<file path="config.mk">
export PLATFORM = sky130hd
export DESIGN_NAME = spi_slave_host_port
export DESIGN_NICKNAME = d
export VERILOG_FILES = /design/src/spi_slave_host_port.v
export VERILOG_INCLUDE_DIRS = /design/src
export SDC_FILE = /design/constraint.sdc
export NUM_CORES = 1
export LEC_CHECK = 0
export BUFFER_PORTS_ARGS = -buffer_cell sky130_fd_sc_hd__buf_2
export CAP_MARGIN = 20
export CORE_MARGIN = 10
export CORE_UTILIZATION = 58
export CTS_BUF_LIST = sky130_fd_sc_hd__clkbuf_8
export DETAILED_ROUTE_END_ITERATION = 12
export HOLD_SLACK_MARGIN = 0.12
export PLACE_DENSITY = 0.8
export SETUP_SLACK_MARGIN = 0.15
export SYNTH_ARGS = -nofsm -noshare
export SYNTH_HDL_FRONTEND = slang
export SYNTH_SLANG_ARGS = --single-unit
</file>
<file path="constraint.sdc">
create_clock -name sys_clk -period 2.6 [get_ports sys_clk]
set_input_delay 0.65 -clock sys_clk [delete_from_list [all_inputs] [get_ports sys_clk]]
set_output_delay 0.65 -clock sys_clk [all_outputs]
set_load 0.02 [all_outputs]
</file>
<file path="src/spi_slave_host_port_defs.vh">
/*
  Constants for the serial host port: mode encoding, counter and reset values and
  command byte layout.
  Assumes inclusion by the single design file of the port.
*/
`ifndef SPI_SLAVE_HOST_PORT_DEFS_VH
`define SPI_SLAVE_HOST_PORT_DEFS_VH

`define MODE_0          2'h0
`define MODE_1          2'h1
`define MODE_2          2'h2
`define MODE_3          2'h3
`define MODE_CPOL_BIT   1
`define MODE_CPHA_BIT   0
`define CMD_WRITE_BIT   7
`define CMD_DMA_BIT     6
`define CMD_DATA_BIT    5
`define BIT_CNT_RESET   4'h0
`define STRAP_TAKE      2'h2
`define STRAP_LAST      2'h3
`define TX_RESET        8'h00

`endif

</file>
<file path="src/spi_slave_host_port.v">
/*
  Serial slave host port: samples the host clock, select and data lines
  with the system clock, shifts bytes in and out in any of four modes, and
  decodes the first byte of each frame as a command.
  Assumes the host clock runs well below a quarter of sys_clk, and that
  the register, DMA and payload logic behind it answers with tx_byte.
*/
`timescale 1ns/1ns
`include "spi_slave_host_port_defs.vh"

// Notes on behaviour
// The port is a full-duplex slave timed by the host's serial clock, which it samples with sys_clk.
// Receive pin is master-out/slave-in, transmit pin is master-in/slave-out.
// The port works from reset only if the select strap is high when it is caught once after reset.
// Chip select is active low and a high level means not selected.
// While not selected the port leaves shared bus traffic alone.
// While not selected the data output is released to high impedance.
// Four modes are served, numbered by clock polarity and phase.
// A command byte lets the host read or write any internal register.
// The same command byte lets the host start an internal DMA transfer.
// The port carries both control accesses and network payload data.
// Phase 0 samples on the leading edge and phase 1 on the trailing one.
module spi_slave_host_port #(
  parameter WIDTH = 8
) (
  input  wire             sys_clk,
  input  wire             arst_n,
  input  wire             cfg_strap,
  input  wire [1:0]       spi_mode,
  input  wire             sck,
  input  wire             chip_select_low,
  input  wire             mosi,
  output reg              miso_out,
  output reg              miso_oe,
  input  wire [WIDTH-1:0] tx_byte,
  output reg              tx_take,
  output reg  [WIDTH-1:0] rx_byte,
  output reg              rx_valid,
  output reg              rx_is_cmd,
  output reg              cmd_write,
  output reg              cmd_read,
  output reg              cmd_dma,
  output reg              cmd_data,
  output reg              frame_end,
  output reg              spi_enabled
);
  reg [2:0]       sck_s;
  reg [2:0]       cs_s;
  reg [1:0]       mosi_s;
  reg [1:0]       strap_s;
  reg [1:0]       strap_cnt;
  reg [3:0]       bit_cnt;
  reg [WIDTH-1:0] shift_in;
  reg [WIDTH-1:0] shift_out;
  reg             first_byte;
  reg             cpol;
  reg             cpha;
  wire            sel;
  wire            lead;
  wire            trail;
  wire            samp;
  wire            shft;
  wire [WIDTH-1:0] next_in;
  wire            byte_done;

  // active low select, gated by the strap
  assign sel   = ~cs_s[1] & spi_enabled;
  // polarity decides which raw edge leads
  assign lead  = cpol ? (sck_s[2] & ~sck_s[1]) : (~sck_s[2] & sck_s[1]);
  assign trail = cpol ? (~sck_s[2] & sck_s[1]) : (sck_s[2] & ~sck_s[1]);
  // phase picks sample edge
  assign samp  = cpha ? trail : lead;
  assign shft  = cpha ? lead : trail;
  // receive on the master-out line
  assign next_in = {shift_in[WIDTH-2:0], mosi_s[1]};
  // Last sample edge of a byte
  assign byte_done = sel & samp & (bit_cnt == WIDTH - 1);

  // Synchronisers; the second stage feeds logic, and the third stage of sck and select feeds edge detection
  always @(posedge sys_clk or negedge arst_n) begin
    if (!arst_n) begin
      sck_s  <= 3'h0;
      cs_s   <= 3'h7;
      mosi_s <= 2'h0;
    end else begin
      sck_s  <= {sck_s[1:0], sck};
      cs_s   <= {cs_s[1:0], chip_select_low};
      mosi_s <= {mosi_s[0], mosi};
    end
  end

  // strap passes two flip-flops, then is caught once
  // Later strap changes are ignored so a noisy pin cannot drop the port
  always @(posedge sys_clk or negedge arst_n) begin
    if (!arst_n) begin
      strap_s     <= 2'h0;
      strap_cnt   <= 2'h0;
      spi_enabled <= 1'b0;
    end else begin
      strap_s <= {strap_s[0], cfg_strap};
      if (strap_cnt != `STRAP_LAST) begin
        strap_cnt <= strap_cnt + 2'h1;
      end
      if (strap_cnt == `STRAP_TAKE) begin
        spi_enabled <= strap_s[1];
      end
    end
  end

  // Receive path and bit counting
  always @(posedge sys_clk or negedge arst_n) begin
    if (!arst_n) begin
      bit_cnt    <= `BIT_CNT_RESET;
      shift_in   <= `TX_RESET;
      first_byte <= 1'b1;
      cpol       <= 1'b0;
      cpha       <= 1'b0;
      rx_byte    <= `TX_RESET;
      rx_valid   <= 1'b0;
      rx_is_cmd  <= 1'b0;
    end else begin
      rx_valid <= 1'b0;
      if (!sel) begin
        // idle while deselected; mode latched between frames
        // A partial byte is dropped when the frame is cut
        bit_cnt    <= `BIT_CNT_RESET;
        first_byte <= 1'b1;
        cpol       <= spi_mode[`MODE_CPOL_BIT];
        cpha       <= spi_mode[`MODE_CPHA_BIT];
      end else if (samp) begin
        shift_in <= next_in;
        if (byte_done) begin
          bit_cnt    <= `BIT_CNT_RESET;
          rx_byte    <= next_in;
          rx_valid   <= 1'b1;
          rx_is_cmd  <= first_byte;
          first_byte <= 1'b0;
        end else begin
          bit_cnt <= bit_cnt + 4'h1;
        end
      end
    end
  end

  // Transmit path
  always @(posedge sys_clk or negedge arst_n) begin
    if (!arst_n) begin
      shift_out <= `TX_RESET;
      miso_out  <= 1'b0;
      miso_oe   <= 1'b0;
      tx_take   <= 1'b0;
    end else begin
      tx_take <= 1'b0;
      if (!sel) begin
        shift_out <= tx_byte;
        // release the output
        miso_oe   <= 1'b0;
        miso_out  <= 1'b0;
      end else begin
        // drive while selected, full duplex
        miso_oe <= 1'b1;
        // phase 0 shows first bit before the leading edge
        if (!cpha && bit_cnt == `BIT_CNT_RESET && !samp) begin
          miso_out <= shift_out[WIDTH-1];
        end
        if (shft && cpha) begin
          // transmit on the master-in line
          miso_out  <= shift_out[WIDTH-1];
          shift_out <= {shift_out[WIDTH-2:0], 1'b0};
        end else if (shft && bit_cnt != `BIT_CNT_RESET) begin
          // Phase 0 already shows the top bit, so the next one follows
          miso_out  <= shift_out[WIDTH-2];
          shift_out <= {shift_out[WIDTH-2:0], 1'b0};
        end
        if (byte_done) begin
          tx_take   <= 1'b1;
          shift_out <= tx_byte;
        end
      end
    end
  end

  // Command decode of the first byte; flags stand until the next frame
  always @(posedge sys_clk or negedge arst_n) begin
    if (!arst_n) begin
      cmd_write <= 1'b0;
      cmd_read  <= 1'b0;
      cmd_dma   <= 1'b0;
      cmd_data  <= 1'b0;
    end else if (byte_done && first_byte) begin
      // R08 register read or write
      cmd_write <= next_in[`CMD_WRITE_BIT];
      cmd_read  <= ~next_in[`CMD_WRITE_BIT];
      // DMA start
      cmd_dma   <= next_in[`CMD_DMA_BIT];
      // payload or control
      cmd_data  <= next_in[`CMD_DATA_BIT];
    end
  end

  // select rise past the synchroniser closes the frame
  always @(posedge sys_clk or negedge arst_n) begin
    if (!arst_n) begin
      frame_end <= 1'b0;
    end else begin
      frame_end <= !cs_s[2] && cs_s[1] && spi_enabled;
    end
  end
endmodule

</file>
==> run_summary.xml, run 1 <==
<?xml version="1.0" encoding="UTF-8"?>
<metrics>
  <group name="synthesis">
    <metric name="ys_top_cells_by_count" unit="">49 x dfrtp_1, 26 x mux2_2, 15 x nand2_1</metric>
    <metric name="yosysMostFrequentCell" unit="">dfrtp_1</metric>
    <metric name="synth_area_per_cell" unit="sq um">13.91</metric>
    <metric name="ys_seq_elements" unit="">53</metric>
    <metric name="synth.cell_area" unit="sq mm">0.002185</metric>
    <metric name="synth.yosys.seq_area_share" unit="">0.6094</metric>
    <metric name="synth_nets" unit="">177</metric>
    <metric name="synth_enable_flop_cells" unit="">0</metric>
    <metric name="synth_cell_type_count" unit="">34</metric>
    <metric name="postSynth.asyncResetShare" unit="">1.000</metric>
    <metric name="synth_top_cell_by_area" unit="">dfrtp_1</metric>
    <metric name="synthFlopType" unit="">dfrtp_1</metric>
    <metric name="synthesis.instances" unit="">157</metric>
    <metric name="synth_top_cells_by_area" unit="">dfrtp_1 56%, mux2_2 13%, dfstp_2 4.8%, mux2_4 4.8%, nand2_1 2.6%</metric>
    <metric name="yosys_warnings" unit="">0</metric>
    <metric name="synth_largest_type_area_fraction" unit="">0.5613</metric>
  </group>
  <group name="critical_path">
    <metric name="critPathMaxFanout" unit="">9</metric>
    <metric name="cp_data_required_time" unit="ns">2.80</metric>
    <metric name="timing_worst_setup_path_type" unit="">reg2reg</metric>
    <metric name="cp-end-kind" unit="">register</metric>
    <metric name="worst_setup_start_kind" unit="">register</metric>
    <metric name="crit_arrival" unit="ns">2.49</metric>
  </group>
  <group name="clocking">
    <metric name="cts.clk_slew.worst_paths" unit="ns">0.09</metric>
    <metric name="max-clock-path-buffers" unit="">2</metric>
    <metric name="cts_tree" unit="">done</metric>
    <metric name="number_of_clock_buffers_inserted_by_tritoncts" unit="">5</metric>
    <metric name="tritoncts_num_sinks" unit="">53</metric>
    <metric name="clock_latency_on_the_worst_skew_pair" unit="ns">0.31</metric>
    <metric name="cts_root_buffer_type" unit="">clkbuf_8</metric>
    <metric name="post_cts_gate_resize_count" unit="">0</metric>
    <metric name="cts-htree-levels" unit="">2</metric>
  </group>
  <group name="global_route">
    <metric name="grt_antenna_before_repair" unit="">0</metric>
    <metric name="groute.usage.overall" unit="">0.1266</metric>
    <metric name="grt_first_pass_wirelength" unit="mm">6.472</metric>
    <metric name="grt_remaining_overflow" unit="">0</metric>
    <metric name="first_global_vias" unit="">1400</metric>
    <metric name="maximum_number_of_pins_on_one_net_before_global_route_repair" unit="">25</metric>
  </group>
  <group name="drt">
    <metric name="vias_per_cell" unit="">5.349</metric>
    <metric name="detail_route.drc_violations" unit="">0</metric>
    <metric name="detail_route.wirelength" unit="mm">3.889</metric>
    <metric name="drt-pass1-iter-count" unit="">4</metric>
    <metric name="routed_vias" unit="">1332</metric>
    <metric name="route.antenna.remaining_nets" unit="">0</metric>
    <metric name="wl_per_cell" unit="microns">15.62</metric>
    <metric name="detailedRoute.firstIterationViolations" unit="">54</metric>
  </group>
  <group name="power_and_ir_drop">
    <metric name="p_leak" unit="nW">1.265</metric>
    <metric name="report.power.total" unit="mW">1.601</metric>
    <metric name="switching_power" unit="mW">0.3932</metric>
    <metric name="seq_power_share" unit="">0.589</metric>
    <metric name="power.share.combinational" unit="">0.109</metric>
    <metric name="worst_ir_drop_vdd" unit="V">0.0004619</metric>
    <metric name="cell_pwr_density" unit="mW/mm^2">633.0</metric>
    <metric name="cell_internal_pwr" unit="mW">1.208</metric>
    <metric name="clkPwrFrac" unit="">0.301</metric>
    <metric name="power.switching_fraction" unit="">0.2456</metric>
  </group>
  <group name="cells_and_area">
    <metric name="num_antenna_cells" unit="">0</metric>
    <metric name="stdcell_count" unit="">249</metric>
    <metric name="share_of_cells_above_drive_strength_1" unit="">0.4577</metric>
    <metric name="fillerInstances" unit="">259</metric>
    <metric name="fin_nets" unit="">220</metric>
    <metric name="area.growth.synth_to_final" unit="%">15.75</metric>
    <metric name="footprint_of_the_multi_input_gates" unit="sq um">807.0</metric>
    <metric name="regArea" unit="sq mm">0.001331</metric>
  </group>
  <group name="sta">
    <metric name="holdWs" unit="ns">0.3044</metric>
    <metric name="rsz0062_at_grt" unit="">false</metric>
    <metric name="final_critical_path_setup_slack" unit="ns">0.3072</metric>
    <metric name="layout_min_cycle_time" unit="ns">2.293</metric>
    <metric name="finalMaxSlewViolations" unit="">0</metric>
    <metric name="setup-violations-final" unit="">0</metric>
    <metric name="max_freq" unit="GHz">0.4361</metric>
    <metric name="slew_headroom" unit="">0.4809</metric>
    <metric name="post-route-period-util" unit="">0.8819</metric>
    <metric name="worstMarginPinSlew" unit="ns">0.7744</metric>
    <metric name="setup_total_negative_slack" unit="ns">0</metric>
    <metric name="hold_viol" unit="">0</metric>
    <metric name="finalClockSkew" unit="ns">0.004352</metric>
  </group>
  <group name="placement">
    <metric name="final_weighted_congestion_in_routability_driven_placement" unit="">0.7713</metric>
    <metric name="detailed_place_hpwl" unit="mm">2.890</metric>
    <metric name="io_buffer_count" unit="">34</metric>
    <metric name="dp_worst_setup_slack" unit="ns">0.2230</metric>
    <metric name="post-place-cells" unit="">239</metric>
  </group>
  <group name="floorplan">
    <metric name="std_cell_rows" unit="">22</metric>
    <metric name="die-width" unit="microns">81.37</metric>
    <metric name="design.portCount" unit="">35</metric>
    <metric name="die_h" unit="microns">81.37</metric>
    <metric name="fp.coreArea" unit="sq mm">0.003661</metric>
    <metric name="die-area" unit="sq mm">0.006621</metric>
    <metric name="initial_utilization" unit="">0.5967</metric>
  </group>
  <group name="min_path">
    <metric name="hold_path.class" unit="">in2async</metric>
  </group>
  <group name="outcome">
    <metric name="run_status" unit="">completed</metric>
  </group>
  <group name="flow_run">
    <metric name="drv_cap" unit="">0</metric>
  </group>
</metrics>
==> worst paths after layout <==
| check | start | to | slack [ns] | cells after the start |
|---|---|---|---|---|
| setup / recovery | cpol$_DFFE_PN0P_ | shift_out[7]$_DFFE_PN0P_ | 0.31 | 5 |
| hold / removal | arst_n | sck_s[2]$_DFF_PN0_ | 0.30 | 1 |
| setup reg to reg | cpol$_DFFE_PN0P_ | shift_out[7]$_DFFE_PN0P_ | 0.31 | 5 |
| hold reg to reg | sck_s[0]$_DFF_PN0_ | sck_s[1]$_DFF_PN0_ | 0.36 | 0 |
| max in group asynchronous | arst_n | first_byte$_DFFE_PN1P_ | 1.65 | 2 |
| min in group sys_clk | sck_s[0]$_DFF_PN0_ | sck_s[1]$_DFF_PN0_ | 0.36 | 0 |
==> power by group through the flow <==
stage / Sequential (mW) / Clock (mW) / Combinational, mW
floorplan: 0.945 / 0 / 0.121
global placement: 0.952 / 0 / 0.164
detailed placement: 0.958 / 0 / 0.174
CTS: 0.944 / 0.499 / 0.173
global route: 0.953 / 0.532 / 0.193
finish: 0.943 / 0.482 / 0.175
==> cell families after synthesis <==
kind of cell	count (synthesis)	synth area share
simple gates	40	0.09794
mux	35	0.1970
buf+inv	10	0.02118
fa+ha+maj	4	0.02291
flops	53	0.6094
compound gates	13	0.04009
xor+xnor	2	0.01146
==> cell usage in the layout, fill, tap and decap left out, drive strengths merged, types with 4 or more instances in the layout <==
master	count
o21ai	9
clkbuf	6
ha	4
inv	6
nor3	6
nand2	15
dfrtp	49
nor2	5
mux2	33
buf	39
dfstp	4
==> stage by stage <==
step,utilization,instance area [sq um]
floorplan,-,2185
global placement,0.6603,2417
detailed placement,0.6603,2417
CTS,0.6866,2514
global route,0.6907,2529
finish,0.6907,2529
==> critical path, stage by stage, from the launching register on <==
cell and delay, ns:
dfrtp_1 0.44, xnor2_2 0.28, mux2i_4 0.40, o21ai_4 0.16, or3_1 0.53, mux2_4 0.37
==> state kept, by name, summed over array words and instances, names as in the netlist, 3 cells and up <==
| signal | cells |
|---|---|
| bit_cnt | 4 |
| cs_s | 3 |
| rx_byte | 8 |
| sck_s | 3 |
| shift_in | 7 |
| shift_out | 8 |
==> layout make-up <==
cell class              count  share of cell area
inverters                   7             0.01039
well taps                  48             0.02375
flip-flops and latches     53              0.5265
clock buffers               6             0.03266
repair buffers             39             0.08214
clock inverters             2            0.005443
multi-input cells          94              0.3191
==> routing by layer <==
layer | global-route usage | vias up | routed length, microns
met5 | 0 | - | 0
met4 | 0.03633 | 0 | 52
met3 | 0.05740 | 7 | 234
met2 | 0.2062 | 27 | 1959
met1 | 0.1474 | 669 | 1642
li1 | - | 629 | -
==> what timing repair did <==
| action | in CTS | in global routing |
|---|---|---|
| buffers inserted | 0 | 2 |
| hold buffers | 0 | 0 |
| setup endpoints to repair | 0 | 7 |
Power figures use the tool's default switching activity.
==> run 2: changes to the inputs <==
--- a/config.mk
+++ b/config.mk
@@ -8,12 +8,14 @@
 export LEC_CHECK = 0
 export BUFFER_PORTS_ARGS = -buffer_cell sky130_fd_sc_hd__buf_2
 export CAP_MARGIN = 20
+export CELL_PAD_IN_SITES_DETAIL_PLACEMENT = 0
+export CELL_PAD_IN_SITES_GLOBAL_PLACEMENT = 2
 export CORE_MARGIN = 10
-export CORE_UTILIZATION = 58
+export CORE_UTILIZATION = 40
 export CTS_BUF_LIST = sky130_fd_sc_hd__clkbuf_8
 export DETAILED_ROUTE_END_ITERATION = 12
 export HOLD_SLACK_MARGIN = 0.12
-export PLACE_DENSITY = 0.8
+export PLACE_DENSITY = 0.79
 export SETUP_SLACK_MARGIN = 0.15
 export SYNTH_ARGS = -nofsm -noshare
 export SYNTH_HDL_FRONTEND = slang
==> run 2 against run 1 <==
  * First-iteration DRC count decreased by 41%
  * Fmax increased by 0.56%
  * Highest routed layer unchanged
  * Clock skew up 0.0023 ns
==> run_summary.xml, run 2 (synthesis results as in run 1) <==
<?xml version="1.0" encoding="UTF-8"?>
<metrics>
  <group name="outcome">
    <metric name="run_status" unit="">completed</metric>
  </group>
  <group name="cells_and_area">
    <metric name="area.growth.synth_to_final" unit="%">18.61</metric>
    <metric name="share_of_cells_above_drive_strength_1" unit="">0.4604</metric>
    <metric name="fillerInstances" unit="">484</metric>
    <metric name="mostFrequentLayoutCell" unit="">dfrtp_1</metric>
    <metric name="final_core_util" unit="">0.4978</metric>
    <metric name="most-common-layout-cells" unit="">49 x dfrtp_1, 34 x buf_2, 26 x mux2_2</metric>
    <metric name="fin_nets" unit="">222</metric>
    <metric name="num_antenna_cells" unit="">0</metric>
    <metric name="largest_registers" unit="">rx_byte x8, shift_out x8, shift_in x7</metric>
  </group>
  <group name="critical_path">
    <metric name="critical_path.slowest_cell" unit="">nor3_2</metric>
    <metric name="timing_worst_setup_path_type" unit="">reg2reg</metric>
    <metric name="crit_chain" unit="">nor2b_1 -&gt; mux2i_4 -&gt; buf_4 -&gt; nor3_2 -&gt; mux2_2</metric>
    <metric name="worst_setup_start_kind" unit="">register</metric>
    <metric name="timing.critical_path.to" unit="">rx_byte[0]$_DFFE_PN0P_</metric>
    <metric name="critical_path.startpoint" unit="">sck_s[2]$_DFF_PN0_</metric>
    <metric name="crit_arrival" unit="ns">2.46</metric>
    <metric name="reg2reg_depth" unit="">5</metric>
    <metric name="cp_data_required_time" unit="ns">2.78</metric>
    <metric name="endpoint_of_the_lowest_slack_register_to_register_path" unit="">rx_byte[0]$_DFFE_PN0P_</metric>
    <metric name="worst_path_largest_cell_delay" unit="ns">0.68</metric>
    <metric name="reg2reg_from" unit="">sck_s[2]$_DFF_PN0_</metric>
    <metric name="regToRegSetupSlack" unit="ns">0.32</metric>
    <metric name="cp-end-kind" unit="">register</metric>
    <metric name="critPathMaxFanout" unit="">10</metric>
  </group>
  <group name="drt">
    <metric name="detail_route.drc_violations" unit="">0</metric>
    <metric name="detailedRoute.firstIterationViolations" unit="">32</metric>
    <metric name="drt-pass1-iter-count" unit="">3</metric>
    <metric name="vias_per_cell" unit="">4.768</metric>
    <metric name="wl_per_cell" unit="microns">14.21</metric>
    <metric name="route.antenna.remaining_nets" unit="">0</metric>
    <metric name="routed_vias" unit="">1297</metric>
    <metric name="detail_route.wirelength" unit="mm">3.866</metric>
  </group>
  <group name="sta">
    <metric name="max_freq" unit="GHz">0.4386</metric>
    <metric name="layout_min_cycle_time" unit="ns">2.280</metric>
    <metric name="slew_headroom" unit="">0.4567</metric>
    <metric name="setup-violations-final" unit="">0</metric>
    <metric name="finalMaxSlewViolations" unit="">0</metric>
    <metric name="finalClockSkew" unit="ns">0.006643</metric>
    <metric name="hold_viol" unit="">0</metric>
    <metric name="setup_total_negative_slack" unit="ns">0</metric>
    <metric name="worstMarginPinSlew" unit="ns">0.8106</metric>
    <metric name="rsz0062_at_grt" unit="">false</metric>
    <metric name="post-route-period-util" unit="">0.8770</metric>
    <metric name="holdWs" unit="ns">0.3518</metric>
  </group>
  <group name="clocking">
    <metric name="cts_tree" unit="">done</metric>
    <metric name="post_cts_gate_resize_count" unit="">0</metric>
    <metric name="post_cts.repair.setup_buffers" unit="">0</metric>
    <metric name="cts-htree-levels" unit="">2</metric>
    <metric name="cts.clk_slew.worst_paths" unit="ns">0.09</metric>
    <metric name="tritoncts_num_sinks" unit="">53</metric>
    <metric name="max-clock-path-buffers" unit="">2</metric>
    <metric name="holdBufCountCts" unit="">0</metric>
    <metric name="cts_root_buffer_type" unit="">clkbuf_8</metric>
    <metric name="clock_latency_on_the_worst_skew_pair" unit="ns">0.30</metric>
    <metric name="number_of_clock_buffers_inserted_by_tritoncts" unit="">5</metric>
  </group>
  <group name="floorplan">
    <metric name="std_cell_rows" unit="">26</metric>
    <metric name="die_h" unit="microns">93.90</metric>
    <metric name="fp.coreArea" unit="sq mm">0.005205</metric>
    <metric name="design.portCount" unit="">35</metric>
    <metric name="die-width" unit="microns">93.90</metric>
    <metric name="initial_utilization" unit="">0.4197</metric>
    <metric name="die-area" unit="sq mm">0.008817</metric>
  </group>
  <group name="placement">
    <metric name="detailed_place_hpwl" unit="mm">2.847</metric>
    <metric name="io_buffer_count" unit="">34</metric>
    <metric name="final_weighted_congestion_in_routability_driven_placement" unit="">0.6912</metric>
  </group>
  <group name="global_route">
    <metric name="groute.usage.overall" unit="">0.09464</metric>
    <metric name="first_global_vias" unit="">1428</metric>
    <metric name="grt_remaining_overflow" unit="">0</metric>
    <metric name="maximum_number_of_pins_on_one_net_before_global_route_repair" unit="">29</metric>
    <metric name="grt_first_pass_wirelength" unit="mm">6.686</metric>
    <metric name="grt_antenna_before_repair" unit="">0</metric>
  </group>
  <group name="flow_run">
    <metric name="drv_cap" unit="">0</metric>
  </group>
  <group name="min_path">
    <metric name="hold_path.class" unit="">in2async</metric>
  </group>
  <group name="power_and_ir_drop">
    <metric name="cell_pwr_density" unit="mW/mm^2">636.3</metric>
    <metric name="p_leak" unit="nW">1.280</metric>
    <metric name="worst_ir_drop_vdd" unit="V">0.0003262</metric>
  </group>
</metrics>
run 2: changes by cell type in the layout (fill, tap and decap cells not counted):
| cell | before | now |
|---|---|---|
| bufinv_16 | 0 | 1 |
| clkbuf_8 | 6 | 5 |
| buf_4 | 5 | 6 |
| clkinv_4 | 1 | 0 |
| buf_12 | 0 | 1 |
run 2: power breakdown:
part | internal [mW] | switching (mW) | total, mW
clock | 0.280 | 0.249 | 0.529
combinational | 0.104 | 0.0762 | 0.180
sequential | 0.893 | 0.0469 | 0.940
run 2: worst max-delay path, delay by kind of cell (launching register included):
kind | cells | cell delay (ns)
and+or+nand+nor | 2 | 1.01
muxes | 2 | 0.57
DFF | 1 | 0.41
buffers and inverters | 1 | 0.18
run 2: area by class of cell:
| cell class | instances | area, sq um | share of cell area |
|---|---|---|---|
| clock buffer | 5 | 68.82 | 0.02656 |
| clock inverter | 2 | 35.03 | 0.01352 |
| inverter | 7 | 26.28 | 0.01014 |
| multi-input combinational | 94 | 807.0 | 0.3114 |
| sequential | 53 | 1331 | 0.5138 |
| tap | 70 | 87.58 | 0.03380 |
| timing repair buffer | 41 | 235.2 | 0.09078 |
run 2: metrics by stage:
step	instances	setup slack [ns]	instance area [sq um]	total power [mW]
after floorplan	157	0.4805	2185	1.066
after global placement	262	0.2919	2465	1.124
after detailed placement	262	0.2281	2465	1.134
after CTS	269	0.2144	2569	1.672
after global routing	272	0.1630	2591	1.744
final	272	0.3199	2591	1.649
run 2: how the worst min path moves through the flow:
stage | cells after the start | endpoint | slack (ns) | from
floorplan | 0 | mosi_s[1]$_DFF_PN0_ | 0.33 | mosi_s[0]$_DFF_PN0_
global placement | 0 | sck_s[1]$_DFF_PN0_ | 0.33 | sck_s[0]$_DFF_PN0_
detailed placement | 0 | sck_s[1]$_DFF_PN0_ | 0.34 | sck_s[0]$_DFF_PN0_
CTS | 1 | strap_cnt[0]$_DFFE_PN0P_ | 0.36 | arst_n
global route | 0 | cs_s[1]$_DFF_PN1_ | 0.37 | cs_s[0]$_DFF_PN1_
finish | 1 | strap_cnt[0]$_DFFE_PN0P_ | 0.35 | arst_n
run 2: per-layer routing:
metal / track usage / up-vias / wire length, microns
met4: 0.03418 / 0 / 57
met1: 0.1083 / 635 / 1703
met5: 0 / - / 0
li1: - / 634 / -
met3: 0.03757 / 5 / 233
met2: 0.1561 / 23 / 1872
==> run 3: changes to the inputs <==
--- a/config.mk
+++ b/config.mk
@@ -6,16 +6,16 @@
 export SDC_FILE = /design/constraint.sdc
 export NUM_CORES = 1
 export LEC_CHECK = 0
+export ABC_AREA = 1
 export BUFFER_PORTS_ARGS = -buffer_cell sky130_fd_sc_hd__buf_2
 export CAP_MARGIN = 20
 export CELL_PAD_IN_SITES_DETAIL_PLACEMENT = 0
 export CELL_PAD_IN_SITES_GLOBAL_PLACEMENT = 2
 export CORE_MARGIN = 10
-export CORE_UTILIZATION = 40
+export CORE_UTILIZATION = 36
 export CTS_BUF_LIST = sky130_fd_sc_hd__clkbuf_8
 export DETAILED_ROUTE_END_ITERATION = 12
-export HOLD_SLACK_MARGIN = 0.12
-export PLACE_DENSITY = 0.79
+export PLACE_DENSITY_LB_ADDON = 0.1
 export SETUP_SLACK_MARGIN = 0.15
 export SYNTH_ARGS = -nofsm -noshare
 export SYNTH_HDL_FRONTEND = slang
==> run 3 against run 2 <==
  * Sequential cell count unchanged
  * Non-clock buffer count down 4
  * Worst hold slack worse by 0.076 ns
  * Die area up 11%
  * First-iteration DRC count rose to 3.1 times the previous value
  * Clock power down 16%
==> run_summary.xml, run 3 <==
<?xml version="1.0" encoding="UTF-8"?>
<metrics>
  <group name="clocking">
    <metric name="max-clock-path-buffers" unit="">2</metric>
    <metric name="cts-htree-levels" unit="">2</metric>
    <metric name="cts_tree" unit="">done</metric>
    <metric name="cts.clk_slew.worst_paths" unit="ns">0.09</metric>
    <metric name="number_of_clock_buffers_inserted_by_tritoncts" unit="">5</metric>
    <metric name="cts_root_buffer_type" unit="">clkbuf_8</metric>
    <metric name="tritoncts_num_sinks" unit="">53</metric>
    <metric name="post_cts_gate_resize_count" unit="">0</metric>
    <metric name="clock_latency_on_the_worst_skew_pair" unit="ns">0.30</metric>
    <metric name="holdBufCountCts" unit="">0</metric>
    <metric name="post_cts.repair.setup_buffers" unit="">0</metric>
  </group>
  <group name="outcome">
    <metric name="run_status" unit="">completed</metric>
  </group>
  <group name="synthesis">
    <metric name="synth.yosys.seq_area_share" unit="">0.5947</metric>
    <metric name="synth_area_per_cell" unit="sq um">9.445</metric>
    <metric name="synth.cell_area" unit="sq mm">0.002238</metric>
    <metric name="synthFlopType" unit="">dfrtp_1</metric>
    <metric name="synth_cell_type_count" unit="">29</metric>
    <metric name="yosys_warnings" unit="">0</metric>
    <metric name="synth_top_cell_by_area" unit="">dfrtp_1</metric>
    <metric name="postSynth.asyncResetShare" unit="">1.000</metric>
    <metric name="ys_seq_elements" unit="">53</metric>
    <metric name="synthesis.instances" unit="">237</metric>
    <metric name="synth_nets" unit="">257</metric>
    <metric name="synth_largest_type_area_fraction" unit="">0.5478</metric>
    <metric name="ys_top_cells_by_count" unit="">65 x nand2_1, 49 x dfrtp_1, 34 x inv_1</metric>
    <metric name="synth_enable_flop_cells" unit="">0</metric>
    <metric name="yosysMostFrequentCell" unit="">nand2_1</metric>
    <metric name="synth_top_cells_by_area" unit="">dfrtp_1 55%, nand2_1 11%, nand3_1 6.0%, inv_1 5.7%, dfstp_2 4.7%</metric>
  </group>
  <group name="drt">
    <metric name="routed_vias" unit="">1604</metric>
    <metric name="wl_per_cell" unit="microns">12.60</metric>
    <metric name="detail_route.wirelength" unit="mm">4.447</metric>
    <metric name="detailedRoute.firstIterationViolations" unit="">98</metric>
    <metric name="drt-pass1-iter-count" unit="">4</metric>
    <metric name="detail_route.drc_violations" unit="">0</metric>
    <metric name="route.antenna.remaining_nets" unit="">0</metric>
    <metric name="vias_per_cell" unit="">4.544</metric>
  </group>
  <group name="flow_run">
    <metric name="drv_cap" unit="">0</metric>
  </group>
  <group name="cells_and_area">
    <metric name="share_of_cells_above_drive_strength_1" unit="">0.2230</metric>
    <metric name="fillerInstances" unit="">600</metric>
    <metric name="largest_registers" unit="">rx_byte x8, shift_out x8, shift_in x7</metric>
    <metric name="area.growth.synth_to_final" unit="%">15.54</metric>
    <metric name="final_core_util" unit="">0.4317</metric>
    <metric name="num_antenna_cells" unit="">0</metric>
    <metric name="most-common-layout-cells" unit="">65 x nand2_1, 49 x dfrtp_1, 35 x inv_1</metric>
    <metric name="mostFrequentLayoutCell" unit="">nand2_1</metric>
    <metric name="stdcell_count" unit="">353</metric>
    <metric name="fin_nets" unit="">297</metric>
  </group>
  <group name="placement">
    <metric name="final_weighted_congestion_in_routability_driven_placement" unit="">0.7472</metric>
    <metric name="detailed_place_hpwl" unit="mm">3.269</metric>
    <metric name="post-place-cells" unit="">345</metric>
    <metric name="io_buffer_count" unit="">34</metric>
  </group>
  <group name="floorplan">
    <metric name="fp.coreArea" unit="sq mm">0.005991</metric>
    <metric name="die-area" unit="sq mm">0.009771</metric>
    <metric name="die-width" unit="microns">98.85</metric>
    <metric name="std_cell_rows" unit="">28</metric>
    <metric name="die_h" unit="microns">98.85</metric>
    <metric name="design.portCount" unit="">35</metric>
    <metric name="initial_utilization" unit="">0.3736</metric>
  </group>
  <group name="critical_path">
    <metric name="endpoint_of_the_lowest_slack_register_to_register_path" unit="">cmd_data$_DFFE_PN0P_</metric>
    <metric name="crit_arrival" unit="ns">1.95</metric>
    <metric name="reg2reg_from" unit="">spi_enabled$_DFFE_PN0N_</metric>
    <metric name="worst_setup_start_kind" unit="">register</metric>
    <metric name="cp_data_required_time" unit="ns">2.80</metric>
    <metric name="timing_worst_setup_path_type" unit="">reg2reg</metric>
    <metric name="cp-end-kind" unit="">register</metric>
    <metric name="regToRegSetupSlack" unit="ns">0.84</metric>
    <metric name="critPathMaxFanout" unit="">16</metric>
    <metric name="reg2reg_depth" unit="">8</metric>
  </group>
  <group name="power_and_ir_drop">
    <metric name="cell_pwr_density" unit="mW/mm^2">599.5</metric>
    <metric name="p_leak" unit="nW">1.380</metric>
    <metric name="worst_ir_drop_vdd" unit="V">0.0002785</metric>
  </group>
  <group name="global_route">
    <metric name="grt_antenna_before_repair" unit="">0</metric>
    <metric name="maximum_number_of_pins_on_one_net_before_global_route_repair" unit="">20</metric>
    <metric name="groute.usage.overall" unit="">0.09781</metric>
    <metric name="first_global_vias" unit="">1666</metric>
    <metric name="grt_first_pass_wirelength" unit="mm">7.969</metric>
    <metric name="grt_remaining_overflow" unit="">0</metric>
  </group>
  <group name="sta">
    <metric name="holdWs" unit="ns">0.2760</metric>
    <metric name="max_freq" unit="GHz">0.5690</metric>
    <metric name="rsz0062_at_grt" unit="">false</metric>
    <metric name="finalClockSkew" unit="ns">0.002017</metric>
    <metric name="worstMarginPinSlew" unit="ns">0.4397</metric>
    <metric name="hold_viol" unit="">0</metric>
    <metric name="finalMaxSlewViolations" unit="">0</metric>
    <metric name="setup_total_negative_slack" unit="ns">0</metric>
    <metric name="post-route-period-util" unit="">0.6759</metric>
    <metric name="setup-violations-final" unit="">0</metric>
    <metric name="slew_headroom" unit="">0.7069</metric>
    <metric name="layout_min_cycle_time" unit="ns">1.757</metric>
  </group>
  <group name="min_path">
    <metric name="hold_path.class" unit="">in2async</metric>
  </group>
</metrics>
-- run 3: power by group --
group          leakage [nW]  switching, mW  internal (mW)
Clock                0.0491          0.261          0.183
Combinational         0.662          0.118         0.0606
Sequential            0.669         0.0375          0.890
Total                  1.38          0.417           1.13
-- run 3: final cells by class --
type                            count  area, sq um  share of cell area
Timing Repair Buffer               37        192.7             0.07450
Sequential cell                    53         1331              0.5148
Clock inverter                      3        13.76            0.005322
Multi-Input combinational cell    141        738.2              0.2854
Clock buffer                        5        68.82             0.02661
Inverter                           39        147.6             0.05709
Tap cell                           75        93.84             0.03628
-- run 3: worst max-delay path by stage --
stage	startpoint	endpoint	cells past startpoint
3_5_place_dp	spi_enabled$_DFFE_PN0N_	cmd_data$_DFFE_PN0P_	8
4_1_cts	spi_enabled$_DFFE_PN0N_	cmd_data$_DFFE_PN0P_	8
5_1_grt	spi_enabled$_DFFE_PN0N_	cmd_read$_DFFE_PN0P_	8
2_1_floorplan	bit_cnt[0]$_DFFE_PN0P_	shift_out[1]$_DFFE_PN0P_	8
3_3_place_gp	spi_enabled$_DFFE_PN0N_	cmd_read$_DFFE_PN0P_	8
6_report	spi_enabled$_DFFE_PN0N_	cmd_data$_DFFE_PN0P_	8
-- run 3: stage by stage --
step | total power [mW] | area (sq um) | setup WS, ns
finish | 1.550 | 2586 | 0.8425
detailed placement | 1.127 | 2504 | 0.8372
global placement | 1.128 | 2504 | 0.8342
global route | 1.642 | 2586 | 0.6849
floorplan | 1.055 | 2238 | 1.219
CTS | 1.584 | 2586 | 0.8198
-- run 3: layer usage --
metal | global-route usage | vias up | part of all wire
met5 | 0 | - | 0
met2 | 0.1458 | 32 | 0.43
met1 | 0.1249 | 743 | 0.50
met4 | 0.04520 | 0 | 0.027
li1 | - | 820 | -
met3 | 0.03212 | 9 | 0.047
-- run 3: worst max-delay path: stages (launching register included) --
cell and delay (ns):
dfrtp_1 0.35, inv_1 0.08, nor2_4 0.36, nand4_4 0.25
buf_4 0.26, nor2_2 0.13, inv_1 0.10, nand2_1 0.06
o21ai_1 0.05
-- run 3: logic make-up (layout without fill, tap and decap cells) --
family                     Yosys count  count (layout)  synth area share
and+or+nand+nor                    106             106            0.2247
xor gates and xnor gates             3               3           0.01174
DFF                                 53              53            0.5947
AOI/OAI and AO/OA                   28              28           0.07099
buffers and inverters               43              84           0.07546
adders and majority gates            4               4           0.02236
